==> config.mk <==
export PLATFORM = sky130hd
export DESIGN_NAME = rte_eye_tap_ctrl
export DESIGN_NICKNAME = d
export VERILOG_FILES = /design/src/logic/rte_pkg.sv /design/src/logic/rte_eye_tap_ctrl.sv
export SDC_FILE = /design/constraint.sdc
export NUM_CORES = 1
export LEC_CHECK = 0
export ABC_AREA = 1
export BUFFER_PORTS_ARGS = -buffer_cell sky130_fd_sc_hd__buf_4
export CAP_MARGIN = 20
export CELL_PAD_IN_SITES_DETAIL_PLACEMENT = 1
export CELL_PAD_IN_SITES_GLOBAL_PLACEMENT = 1
export CORE_MARGIN = 8
export CORE_UTILIZATION = 44
export DETAILED_ROUTE_END_ITERATION = 7
export PLACE_DENSITY_LB_ADDON = 0.1
export SLEW_MARGIN = 20
export SYNTH_ARGS = -nofsm -noshare
export SYNTH_HDL_FRONTEND = slang
export SYNTH_SLANG_ARGS = --single-unit
==> constraint.sdc <==
create_clock -name CLK_IN -period 3 [get_ports CLK_IN]
set_clock_uncertainty 0.15 [all_clocks]
set_input_delay 0.15 -clock CLK_IN [delete_from_list [all_inputs] [get_ports CLK_IN]]
set_output_delay 0.15 -clock CLK_IN [all_outputs]
set_load 0.005 [all_outputs]
==> src/logic/rte_pkg.sv <==
package rte_pkg;

  // ****************************************************
  // Register offsets
  // ****************************************************
  localparam logic [7:0] REG_CDR_RST    = 8'h0A;
  localparam logic [7:0] REG_EYE_CFG    = 8'h11;
  localparam logic [7:0] REG_TAP1       = 8'h12;
  localparam logic [7:0] REG_MAN_TAP    = 8'h15;
  localparam logic [7:0] REG_SLEW       = 8'h18;
  localparam logic [7:0] REG_DFE_PWR    = 8'h1E;
  localparam logic [7:0] REG_POLARITY   = 8'h1F;
  localparam logic [7:0] REG_TAP23      = 8'h20;
  localparam logic [7:0] REG_TAP45      = 8'h21;
  localparam logic [7:0] REG_EYE_OVR    = 8'h22;
  localparam logic [7:0] REG_TAP_OVR    = 8'h23;
  localparam logic [7:0] REG_FAST_EYE   = 8'h24;
  localparam logic [7:0] REG_EYE_UP     = 8'h25;
  localparam logic [7:0] REG_EYE_LO     = 8'h26;
  localparam logic [7:0] REG_ACC_TIME   = 8'h2A;
  localparam logic [7:0] REG_RATE_ADAPT = 8'h2F;
  localparam logic [7:0] REG_ADAPT_MODE = 8'h31;
  localparam logic [7:0] REG_LOCK_MON   = 8'h3E;
  localparam logic [7:0] REG_OBS_ONE    = 8'h71;
  localparam logic [7:0] REG_OBS_TWO    = 8'h72;
  localparam logic [7:0] REG_OBS_THREE  = 8'h73;
  localparam logic [7:0] REG_OBS_FOUR   = 8'h74;
  localparam logic [7:0] REG_OBS_FIVE   = 8'h75;
  localparam logic [7:0] REG_CH_SEL     = 8'hFF;

  // ****************************************************
  // Reset values
  // ****************************************************
  localparam logic [7:0] RST_ZERO       = 8'h00;
  localparam logic [7:0] RST_EYE_CFG    = 8'h20;
  localparam logic [7:0] RST_DFE_PWR    = 8'h08;
  localparam logic [7:0] RST_TAP_OVR    = 8'h40;
  localparam logic [7:0] RST_LOCK_MON   = 8'h80;
  localparam logic [7:0] RST_ADAPT_MODE = 8'h20;
  localparam logic [7:0] RST_ACC_TIME   = 8'hFF;

  // ****************************************************
  // Field positions
  // ****************************************************
  localparam int BIT_EYE_PD    = 5;
  localparam int BIT_RANGE_LO  = 6;
  localparam int BIT_TAP1_SIGN = 7;
  localparam int BIT_MAN_TAP   = 7;
  localparam int BIT_SLOW_SLEW = 2;
  localparam int BIT_FEEDBACK_EQ_POWERDOWN    = 3;
  localparam int BIT_INVERT    = 7;
  localparam int BIT_EYE_OVR   = 7;
  localparam int BIT_TAP_OVR   = 6;
  localparam int BIT_FAST_EN   = 7;
  localparam int BIT_DFE_TRIG  = 2;
  localparam int BIT_SWEEP     = 1;
  localparam int BIT_CTLE_TRIG = 0;
  localparam int BIT_MODE_LO   = 5;
  localparam int BIT_CDR_LO    = 2;
  localparam int BIT_LOCK_MON  = 7;
  localparam int BIT_CH_EN     = 2;

  // ****************************************************
  // Eye sweep and range constants
  // ****************************************************
  localparam logic [12:0] EYE_TOTAL_PTS = 13'h1002;
  localparam logic [15:0] EYE_CNT_MAX   = 16'hFFFF;
  localparam int          ACC_SHIFT_DEF = 10;
  localparam logic [8:0]  RANGE_MV_0    = 9'h064;
  localparam logic [8:0]  RANGE_MV_1    = 9'h0C8;
  localparam logic [8:0]  RANGE_MV_2    = 9'h12C;
  localparam logic [8:0]  RANGE_MV_3    = 9'h190;
  localparam logic [1:0]  MODE_DFE_MIN  = 2'h2;
  localparam int          TAP_W         = 26;

  // Two-wire slave states
  typedef enum logic [2:0] {
    BUS_IDLE  = 3'b000,
    BUS_ADDR  = 3'b001,
    BUS_ACK_A = 3'b010,
    BUS_WBYTE = 3'b011,
    BUS_ACK_W = 3'b100,
    BUS_RDATA = 3'b101,
    BUS_MACK  = 3'b110
  } rte_bus_t;

endpackage

==> src/logic/rte_eye_tap_ctrl.sv <==
`timescale 1ns/1ns
module rte_eye_tap_ctrl
  import rte_pkg::*;
#(
  parameter logic [6:0] DEV_ADDR  = 7'h18,
  parameter logic [1:0] CH_ID     = 2'h0,
  parameter int         ACC_SHIFT = ACC_SHIFT_DEF
) (
  input  wire logic              CLK_IN,
  input  wire logic              RST_IN,
  input  wire logic              SCL_IN,
  input  wire logic              SDA_IN,
  output logic                   SDA_OUT,
  output logic                   SDA_OE_OUT,
  input  wire logic              EYE_HIT_IN,
  input  wire logic              PERIODIC_POWER_IN,
  input  wire logic              SIGNAL_DETECT_IN,
  input  wire logic              LOCK_IN,
  input  wire logic              ADAPT_DONE_IN,
  input  wire logic              ADAPT_BETTER_IN,
  input  wire logic [TAP_W-1:0]  ADAPT_TAPS_IN,
  output logic [8:0]             EYE_RANGE_MV_OUT,
  output logic                   EYE_POWER_OUT,
  output logic                   LOCK_MON_EN_OUT,
  output logic                   EYE_OVR_OUT,
  output logic                   FAST_EYE_OUT,
  output logic [5:0]             EYE_PHASE_OUT,
  output logic [5:0]             EYE_VOLT_OUT,
  output logic                   TAP_OVR_OUT,
  output logic                   FEEDBACK_EQ_POWERDOWN_OUT,
  output logic [TAP_W-1:0]       DFE_TAPS_OUT,
  output logic                   DFE_ADAPT_OUT,
  output logic                   CTLE_ADAPT_OUT,
  output logic                   CDR_RESET_OUT,
  output logic                   OUT_INVERT_OUT,
  output logic                   SLOW_SLEW_OUT,
  output logic [1:0]             ADAPT_MODE_OUT
);

  // ****************************************************
  // State
  // ****************************************************
  typedef struct packed {
    logic             scl_s1, scl_s2, scl_s3;
    logic             sda_s1, sda_s2, sda_s3;
    logic             sig_s1, sig_s2, sig_s3;
    rte_bus_t         st;
    logic [3:0]       bitc;
    logic [7:0]       shreg;
    logic             rw;
    logic             got_ptr;
    logic             nack;
    logic [7:0]       ptr;
    logic             sda_oe;
    logic [7:0]       r0a, r11, r12, r15, r18, r1e, r1f, r20, r21;
    logic [7:0]       r22, r23, r24, r2a, r2f, r31, r3e, rff;
    logic [18:0]      tcnt;
    logic [15:0]      acc;
    logic [15:0]      cur;
    logic [7:0]       lsb;
    logic             lo_pend;
    logic [12:0]      pidx;
    logic [TAP_W-1:0] adapt;
    logic [TAP_W-1:0] applied;
    logic [TAP_W-1:0] taps_out;
    logic [8:0]       range_mv;
    logic             eye_pwr;
    logic             dfe_go, ctle_go, cdr_rst;
  } rte_state_t;

  localparam rte_state_t ST_RESET = '{
    r11: RST_EYE_CFG, r1e: RST_DFE_PWR, r23: RST_TAP_OVR,
    r3e: RST_LOCK_MON, r31: RST_ADAPT_MODE, r2a: RST_ACC_TIME,
    range_mv: RANGE_MV_0, eye_pwr: 1'h0, st: BUS_IDLE,
    default: '0};

  rte_state_t q, n;

  // ****************************************************
  // Helpers
  // ****************************************************
  // Range code to comparator span in mV
  function automatic logic [8:0] range_mv(input logic [1:0] c);
    case (c)
      2'h0:    range_mv = RANGE_MV_0;
      2'h1:    range_mv = RANGE_MV_1;
      2'h2:    range_mv = RANGE_MV_2;
      default: range_mv = RANGE_MV_3;
    endcase
  endfunction

  // Pack written tap registers into the tap bus
  function automatic logic [TAP_W-1:0] reg_taps(input rte_state_t s);
    reg_taps = {s.r12[BIT_TAP1_SIGN], s.r12[4:0],
                s.r11[0], s.r20[7:4], s.r11[1], s.r20[3:0],
                s.r11[2], s.r21[7:4], s.r11[3], s.r21[3:0]};
  endfunction

  // Observation byte for one tap: sign on bit 7, weight low
  function automatic logic [7:0] obs_byte(input logic [TAP_W-1:0] t,
                                          input logic [7:0] a);
    case (a)
      REG_OBS_ONE:   obs_byte = {t[25], 2'h0, t[24:20]};
      REG_OBS_TWO:   obs_byte = {t[19], 3'h0, t[18:15]};
      REG_OBS_THREE: obs_byte = {t[14], 3'h0, t[13:10]};
      REG_OBS_FOUR:  obs_byte = {t[9], 3'h0, t[8:5]};
      default:       obs_byte = {t[4], 3'h0, t[3:0]};
    endcase
  endfunction

  // ****************************************************
  // Next-state logic
  // ****************************************************
  always_comb begin
    logic             scl_rise, scl_fall, start_c, stop_c;
    logic             sel, wr_en, do_load, sweeping, cdr_evt;
    logic [7:0]       rd;
    logic [18:0]      limit;
    logic [TAP_W-1:0] man;
    scl_rise = 1'h0;
    scl_fall = 1'h0;
    start_c  = 1'h0;
    stop_c   = 1'h0;
    wr_en    = 1'h0;
    do_load  = 1'h0;
    rd       = 8'h00;
    sel      = 1'h0;
    sweeping = 1'h0;
    cdr_evt  = 1'h0;
    limit    = 19'h00000;
    man      = '0;
    n        = q;
    // Pin synchronisers
    n.scl_s1 = SCL_IN;
    n.scl_s2 = q.scl_s1;
    n.scl_s3 = q.scl_s2;
    n.sda_s1 = SDA_IN;
    n.sda_s2 = q.sda_s1;
    n.sda_s3 = q.sda_s2;
    n.sig_s1 = SIGNAL_DETECT_IN;
    n.sig_s2 = q.sig_s1;
    n.sig_s3 = q.sig_s2;
    n.dfe_go  = 1'h0;
    n.ctle_go = 1'h0;
    n.cdr_rst = 1'h0;
    scl_rise = q.scl_s2 & ~q.scl_s3;
    scl_fall = ~q.scl_s2 & q.scl_s3;
    start_c  = q.scl_s2 & q.scl_s3 & ~q.sda_s2 & q.sda_s3;
    stop_c   = q.scl_s2 & q.scl_s3 & q.sda_s2 & ~q.sda_s3;
    sel = q.rff[BIT_CH_EN] & (q.rff[1:0] == CH_ID);
    sweeping = q.r24[BIT_FAST_EN] & q.r24[BIT_SWEEP];

    // Two-wire slave: sample on SCL rise, drive on SCL fall
    if (start_c) begin
      n.st     = BUS_ADDR;
      n.bitc   = 4'h0;
      n.sda_oe = 1'h0;
    end else if (stop_c) begin
      n.st     = BUS_IDLE;
      n.sda_oe = 1'h0;
    end else begin
      case (q.st)
        BUS_IDLE: begin
          n.sda_oe = 1'h0;
        end
        BUS_ADDR, BUS_WBYTE: begin
          if (scl_rise) begin
            n.shreg = {q.shreg[6:0], q.sda_s2};
            n.bitc  = q.bitc + 4'h1;
          end else if (scl_fall && q.bitc == 4'h8) begin
            n.bitc = 4'h0;
            if (q.st == BUS_ADDR) begin
              n.rw      = q.shreg[0];
              n.got_ptr = 1'h0;
              n.sda_oe  = (q.shreg[7:1] == DEV_ADDR);
              n.st      = (q.shreg[7:1] == DEV_ADDR) ? BUS_ACK_A
                                                     : BUS_IDLE;
            end else begin
              n.sda_oe = 1'h1;
              n.st     = BUS_ACK_W;
              if (!q.got_ptr) begin
                n.ptr     = q.shreg;
                n.got_ptr = 1'h1;
              end else begin
                wr_en = 1'h1;
                n.ptr = q.ptr + 8'h01;
              end
            end
          end
        end
        BUS_ACK_A: begin
          if (scl_fall) begin
            n.bitc = 4'h0;
            if (q.rw) begin
              do_load = 1'h1;
              n.st    = BUS_RDATA;
            end else begin
              n.sda_oe = 1'h0;
              n.st     = BUS_WBYTE;
            end
          end
        end
        BUS_ACK_W: begin
          if (scl_fall) begin
            n.sda_oe = 1'h0;
            n.st     = BUS_WBYTE;
          end
        end
        BUS_RDATA: begin
          if (scl_fall) begin
            if (q.bitc == 4'h7) begin
              n.sda_oe = 1'h0;
              n.st     = BUS_MACK;
            end else begin
              n.shreg  = {q.shreg[6:0], 1'h0};
              n.sda_oe = ~q.shreg[6];
              n.bitc   = q.bitc + 4'h1;
            end
          end
        end
        BUS_MACK: begin
          if (scl_rise) begin
            n.nack = q.sda_s2;
          end else if (scl_fall) begin
            if (q.nack) begin
              n.st = BUS_IDLE;
            end else begin
              do_load = 1'h1;
              n.bitc  = 4'h0;
              n.st    = BUS_RDATA;
            end
          end
        end
        default: begin
          n.st     = BUS_IDLE;
          n.sda_oe = 1'h0;
        end
      endcase
    end

    // Eye error accumulation for the point in measurement
    limit = 19'(({11'h000, q.r2a} + 19'h00001) << ACC_SHIFT);
    if (sweeping && q.tcnt < limit) begin
      n.tcnt = q.tcnt + 19'h00001;
      if (EYE_HIT_IN && q.eye_pwr && q.acc != EYE_CNT_MAX) begin
        n.acc = q.acc + 16'h0001;
      end
    end

    // Read data fetch and its side effects
    if (do_load) begin
      if (q.ptr == REG_CH_SEL) begin
        rd = q.rff;
      end else if (sel) begin
        case (q.ptr)
          REG_CDR_RST:    rd = q.r0a;
          REG_EYE_CFG:    rd = q.r11;
          REG_TAP1:       rd = q.r12;
          REG_MAN_TAP:    rd = q.r15;
          REG_SLEW:       rd = q.r18;
          REG_DFE_PWR:    rd = q.r1e;
          REG_POLARITY:   rd = q.r1f;
          REG_TAP23:      rd = q.r20;
          REG_TAP45:      rd = q.r21;
          REG_EYE_OVR:    rd = q.r22;
          REG_TAP_OVR:    rd = q.r23;
          REG_FAST_EYE:   rd = q.r24;
          REG_ACC_TIME:   rd = q.r2a;
          REG_RATE_ADAPT: rd = q.r2f;
          REG_ADAPT_MODE: rd = q.r31;
          REG_LOCK_MON:   rd = q.r3e;
          REG_EYE_LO: begin
            rd        = q.lsb;
            n.lo_pend = 1'h0;
          end
          REG_EYE_UP: begin
            if (q.lo_pend) begin
              rd        = q.lsb;
              n.lo_pend = 1'h0;
            end else begin
              rd = q.cur[15:8];
              if (sweeping) begin
                n.lsb     = q.cur[7:0];
                // Warm-up point after start is sent as zero
                n.cur = (q.pidx == 13'h0000) ? 16'h0000 : q.acc;
                n.acc     = 16'h0000;
                n.tcnt    = 19'h00000;
                n.pidx    = q.pidx + 13'h0001;
                n.lo_pend = 1'h1;
              end
            end
          end
          REG_OBS_ONE, REG_OBS_TWO, REG_OBS_THREE, REG_OBS_FOUR,
          REG_OBS_FIVE: rd = obs_byte(q.applied, q.ptr);
          default:        rd = 8'h00;
        endcase
      end
      n.shreg  = rd;
      n.sda_oe = ~rd[7];
      n.ptr    = (q.ptr == REG_EYE_UP) ? q.ptr : q.ptr + 8'h01;
    end

    // Sweep ends once the last point's bytes are out
    if (sweeping && q.pidx == EYE_TOTAL_PTS && !q.lo_pend) begin
      n.r24[BIT_SWEEP] = 1'h0;
    end

    // Register writes and their triggers
    if (wr_en && q.ptr == REG_CH_SEL) begin
      n.rff = q.shreg;
    end else if (wr_en && sel) begin
      case (q.ptr)
        REG_CDR_RST: begin
          n.r0a     = q.shreg;
          n.cdr_rst = |q.shreg[BIT_CDR_LO+1:BIT_CDR_LO];
        end
        REG_EYE_CFG:  n.r11 = q.shreg;
        REG_TAP1:     n.r12 = q.shreg;
        REG_MAN_TAP:  n.r15 = q.shreg;
        REG_SLEW:     n.r18 = q.shreg;
        REG_DFE_PWR:  n.r1e = q.shreg;
        REG_POLARITY: n.r1f = q.shreg;
        REG_TAP23:    n.r20 = q.shreg;
        REG_TAP45:    n.r21 = q.shreg;
        REG_EYE_OVR:  n.r22 = q.shreg;
        REG_TAP_OVR:  n.r23 = q.shreg;
        REG_FAST_EYE: begin
          n.r24 = q.shreg;
          if (q.shreg[BIT_SWEEP] && !q.r24[BIT_SWEEP]) begin
            n.pidx    = 13'h0000;
            n.acc     = 16'h0000;
            n.tcnt    = 19'h00000;
            n.cur     = 16'h0000;
            n.lsb     = 8'h00;
            n.lo_pend = 1'h0;
          end
          n.dfe_go = q.r24[BIT_DFE_TRIG] & ~q.shreg[BIT_DFE_TRIG];
        end
        REG_ACC_TIME: n.r2a = q.shreg;
        REG_RATE_ADAPT: begin
          n.r2f     = q.shreg;
          n.ctle_go = q.r2f[BIT_CTLE_TRIG]
                      & ~q.shreg[BIT_CTLE_TRIG];
        end
        REG_ADAPT_MODE: n.r31 = q.shreg;
        REG_LOCK_MON:   n.r3e = q.shreg;
        default: ;
      endcase
    end

    // Recovery reset also on first signal while unlocked
    cdr_evt = n.cdr_rst | (q.sig_s2 & ~q.sig_s3 & ~LOCK_IN);
    n.cdr_rst = cdr_evt;
    if (cdr_evt && q.r31[BIT_MODE_LO+1:BIT_MODE_LO] >= MODE_DFE_MIN) begin
      n.dfe_go = 1'h1;
    end

    // Adapted taps: seed from registers, keep unless improved
    if (n.dfe_go) begin
      n.adapt = reg_taps(q);
    end else if (ADAPT_DONE_IN && ADAPT_BETTER_IN) begin
      n.adapt = ADAPT_TAPS_IN;
    end

    // Taps driven to the equalizer
    man = reg_taps(q);
    n.applied  = q.r15[BIT_MAN_TAP] ? man : q.adapt;
    n.taps_out = q.r1e[BIT_FEEDBACK_EQ_POWERDOWN] ? '0 : n.applied;
    n.range_mv = range_mv(q.r11[BIT_RANGE_LO+1:BIT_RANGE_LO]);
    n.eye_pwr  = ~q.r11[BIT_EYE_PD] | PERIODIC_POWER_IN;
  end

  // ****************************************************
  // State register
  // ****************************************************
  always_ff @(posedge CLK_IN) begin
    if (RST_IN) begin
      q <= ST_RESET;
    end else begin
      q <= n;
    end
  end

  // Outputs straight from state flops
  assign SDA_OUT          = q.nack & 1'h0;
  assign SDA_OE_OUT       = q.sda_oe;
  assign EYE_RANGE_MV_OUT = q.range_mv;
  assign EYE_POWER_OUT    = q.eye_pwr;
  assign LOCK_MON_EN_OUT  = q.r3e[BIT_LOCK_MON];
  assign EYE_OVR_OUT      = q.r22[BIT_EYE_OVR];
  assign FAST_EYE_OUT     = q.r24[BIT_FAST_EN];
  assign EYE_PHASE_OUT    = q.pidx[11:6];
  assign EYE_VOLT_OUT     = q.pidx[5:0];
  assign TAP_OVR_OUT      = q.r23[BIT_TAP_OVR];
  assign FEEDBACK_EQ_POWERDOWN_OUT       = q.r1e[BIT_FEEDBACK_EQ_POWERDOWN];
  assign DFE_TAPS_OUT     = q.taps_out;
  assign DFE_ADAPT_OUT    = q.dfe_go;
  assign CTLE_ADAPT_OUT   = q.ctle_go;
  assign CDR_RESET_OUT    = q.cdr_rst;
  assign OUT_INVERT_OUT   = q.r1f[BIT_INVERT];
  assign SLOW_SLEW_OUT    = q.r18[BIT_SLOW_SLEW];
  assign ADAPT_MODE_OUT   = q.r31[BIT_MODE_LO+1:BIT_MODE_LO];

  // ****************************************************
  // Assertions
  // ****************************************************
  // Assertion helpers
  logic scl_fall_w, sel_w, sweeping_w;
  assign scl_fall_w = ~q.scl_s2 & q.scl_s3;
  assign sel_w      = q.rff[BIT_CH_EN] & (q.rff[1:0] == CH_ID);
  assign sweeping_w = q.r24[BIT_FAST_EN] & q.r24[BIT_SWEEP];
endmodule

==> results.json <==
{
  "status": "finished, final reports clean",
  "r2r_setup_slack_ns": 0.19,
  "routed_wl_um": 61280,
  "synthAdderAreaFrac_pct": 1.807,
  "synth_seq_cells": 333,
  "cts_sinks": 333,
  "gp_congestion": 0.9194,
  "synth_edf_count": 0,
  "min_path_type": "in2reg",
  "drv_cap": 0,
  "root_buffer": "clkbuf_16",
  "slew_headroom_pct": 39.84,
  "crit_slowest_cell": "dfxtp_2",
  "whs_path_depth": 5,
  "grt_pass1_vias": 16924,
  "syn_to_final_growth_pct": 16.60,
  "switchingPower_mw": 2.651,
  "grt_pass1_wl_um": 95640,
  "preCtsSetupSlack_ns": 0.07995,
  "min_period_ns": 2.809,
  "synthMuxAreaShare_pct": 0.06777,
  "power_frac_clock_pct": 46.2,
  "synth_top_cells_by_area": "dfxtp_1 40%, nand2_1 10%, nor2_1 7.3%, inv_1 6.4%, o21ai_0 6.2%",
  "gr-total-overflow": 0,
  "fin_nets": 2586,
  "worst_pin_slew_ns": 0.8957,
  "worst_ep_arrival_time_ns": 3.15,
  "synth_top_family_by_area": "simple AND/OR/NAND/NOR gates",
  "die_y_um": 210.3,
  "htreeDepth": 2,
  "setup_violations": 0,
  "pwr_density_cell_mw_per_mm2": 525.4,
  "start_util_pct": 44.43,
  "synth_top_area_share_pct": 40.12,
  "p_seq_share_pct": 44.9,
  "cp_max_fo": 18,
  "drc": 0,
  "dr.pass1.iters": 7,
  "clock_latency_ns": 0.57,
  "synth_warnings": 0,
  "cp_cell_sequence": "ha_2, nand3_1, nor2_2, nand2_1, xor2_1, ha_1, a21oi_1, o21a_1, nand4_1, inv_2, buf_6, nand3_1, o21ai_0, o21ai_0, nor2_1",
  "syn-cell-area_mm2": 0.01662,
  "crit_path_max_incr_delay_ns": 0.35,
  "synthSimpleGateAreaFrac_pct": 27.28,
  "syn_inst": 2448,
  "critPathTopFamily": "simple AND/OR/NAND/NOR gates",
  "dp_hpwl_um": 42990,
  "wl_per_cell_um": 20.00,
  "synth-compound-area-share_pct": 17.07,
  "chipWidth_um": 210.3,
  "grtUsageTotal_pct": 27.10,
  "cts_tree": "yes",
  "p_sw_share_pct": 26.04,
  "worst-path-buf-inv": 2,
  "final_util_pct": 51.80,
  "synth_area_per_cell_um2": 6.788,
  "yosysSeqAreaShare_pct": 40.12,
  "p_int_mw": 7.529,
  "regArea_mm2": 0.006668,
  "period_share_pct": 93.64,
  "die_area_mm2": 0.04424,
  "nFillCells": 4851,
  "cts_buffers": 40,
  "setup_ws_ns": 0.1908,
  "p_comb_share_pct": 8.8,
  "hold_viol_final": 0,
  "multi_input_area_mm2": 0.007995,
  "hold_ws_ns": 0.02918,
  "antenna_found_initial": 1,
  "rr_worst_depth": 15,
  "vias_per_cell": 5.443,
  "drt_iter0_drc": 1083,
  "required_ns": 3.35,
  "synth_ff_type": "dfxtp_1",
  "rows": 71,
  "async_reset_ff_share_pct": 0,
  "max_freq_ghz": 0.3560,
  "rsz0062_at_grt": "true",
  "path_clk_slew_ns": 0.06,
  "ir_drop_mv": 0.4477,
  "worst_setup_path_start_kind": "register",
  "cts_buffer_depth": 3,
  "drive_above_1_share_pct": 11.01,
  "leakagePower_nw": 7.647,
  "worst-path-stages": 15,
  "grt_max_degree": 114,
  "pin_count": 98,
  "synth_top_area_cell": "dfxtp_1",
  "maxSlewViolCount": 0,
  "port_buffers": 94,
  "coreArea_mm2": 0.03740,
  "cp-end-kind": "register",
  "synth_xor_area_share_pct": 1.529,
  "synth.distinct_cells": 47,
  "ant_nets": 0,
  "worstSetupPathType": "reg2reg",
  "num_vias": 16678
}
-- Yosys cell counts, types with 7 or more instances --
| cell type | instances |
|---|---|
| nand4_1 | 28 |
| nand2_1 | 445 |
| nor2_4 | 7 |
| nand3_1 | 182 |
| a211oi_1 | 17 |
| buf_4 | 56 |
| o211ai_1 | 19 |
| nor3_1 | 37 |
| xor2_1 | 27 |
| ha_1 | 24 |
| nor2_1 | 322 |
| clkbuf_1 | 69 |
| o21ai_1 | 81 |
| inv_2 | 16 |
| o21ai_0 | 205 |
| inv_1 | 284 |
| nor2_2 | 10 |
| a21oi_1 | 191 |
| buf_2 | 38 |
| dfxtp_1 | 333 |
-- area by class of cell --
| cell class | instances | share of cell area [%] |
|---|---|---|
| multi-input cells | 1653 | 41.27 |
| inverters | 300 | 5.819 |
| repair buffers | 198 | 8.757 |
| clock inverters | 6 | 0.2067 |
| flip-flops and latches | 333 | 34.42 |
| well taps | 511 | 3.300 |
| diodes | 1 | 0.01292 |
| clock buffers | 62 | 6.219 |
-- registers in the layout, indices dropped and copies added (netlist names), 2 cells and up --
name	flops
n	6
EYE_PHASE_OUT	6
EYE_RANGE_MV_OUT	6
q	269
DFE_TAPS_OUT	26
ADAPT_MODE_OUT	2
EYE_VOLT_OUT	6
-- logic make-up after synthesis --
family	count (synthesis)
buffers and inverters	465
xor gates and xnor gates	29
AOI/OAI and AO/OA	538
and+or+nand+nor	1057
muxes	1
DFF	333
other	1
adders and majority gates	24
-- power by group through the flow --
| stage | clock (mW) | combinational [mW] | sequential (mW) |
|---|---|---|---|
| global route | 4.94 | 0.972 | 4.58 |
| CTS | 4.79 | 0.887 | 4.57 |
| detailed placement | 0 | 0.845 | 4.67 |
| floorplan | 0 | 0.505 | 4.65 |
| finish | 4.71 | 0.899 | 4.57 |
| global placement | 0 | 0.821 | 4.67 |
-- worst paths after layout --
kind	from	to
max	q[197]	q[140]
min	ADAPT_DONE_IN	q[80]
max reg2reg	q[197]	q[140]
min reg2reg	n[328]	n[327]
-- per-stage QoR --
step	cells	power (mW)	area (µm²)	TNS [ns]
2_1_floorplan	2450	5.150	16620	0
3_3_place_gp	2954	5.487	17670	0
3_5_place_dp	2954	5.514	17670	0
4_1_cts	3058	10.26	19270	0
5_1_grt	3064	10.50	19370	-0.02691
6_report	3064	10.18	19370	0
-- worst reg2reg max path, cell delays in order (launching register included) --
cell,delay (ns)
dfxtp_2,0.35
ha_2,0.19
nand3_1,0.14
nor2_2,0.16
nand2_1,0.08
xor2_1,0.15
ha_1,0.30
a21oi_1,0.15
o21a_1,0.13
nand4_1,0.15
inv_2,0.17
buf_6,0.21
nand3_1,0.11
o21ai_0,0.07
o21ai_0,0.11
nor2_1,0.13
-- repair_timing --
item                                    4_1_cts  5_1_grt
gates resized for setup                       0       19
endpoints found under the setup margin        0       31
endpoints found under the hold margin        55        0
hold buffers                                 36        0
setup buffers                                 0        4
-- cell usage in the layout (no fill, tap or decap), types with 4 or more instances in the layout --
master         Yosys  layout
o211ai_1          19      19
a31oi_1            6       6
buf_4             56     151
nor2_1           322     319
dfxtp_1          333     332
o21ai_1           81      86
inv_2             16      17
o22ai_1            5       5
clkbuf_1          69      11
inv_1            284     282
nand4_1           28      28
nor2_2            10      12
o21ai_0          205     200
nor2_4             7       9
nor3_1            37      36
buf_12             0       9
ha_1              24      23
xor2_1            27      27
nand2_1          445     444
o31ai_1            4       4
a211oi_1          17      17
nand3_1          182     180
clkbuf_8           0      10
clkbuf_16          0      41
nand3_2            4       6
clkinv_2           0       4
dlygate4sd3_1      0      36
a21oi_1          191     191
-- metal layers --
layer  GRT usage, %  vias up  routed length (µm)
li1               -     8042                   -
met1          36.27     8097               27930
met2          44.24      432               28230
met5              0        -                   0
met3          4.114      107                3391
met4          9.162        0                1718
Power figures use the tool's default switching activity.
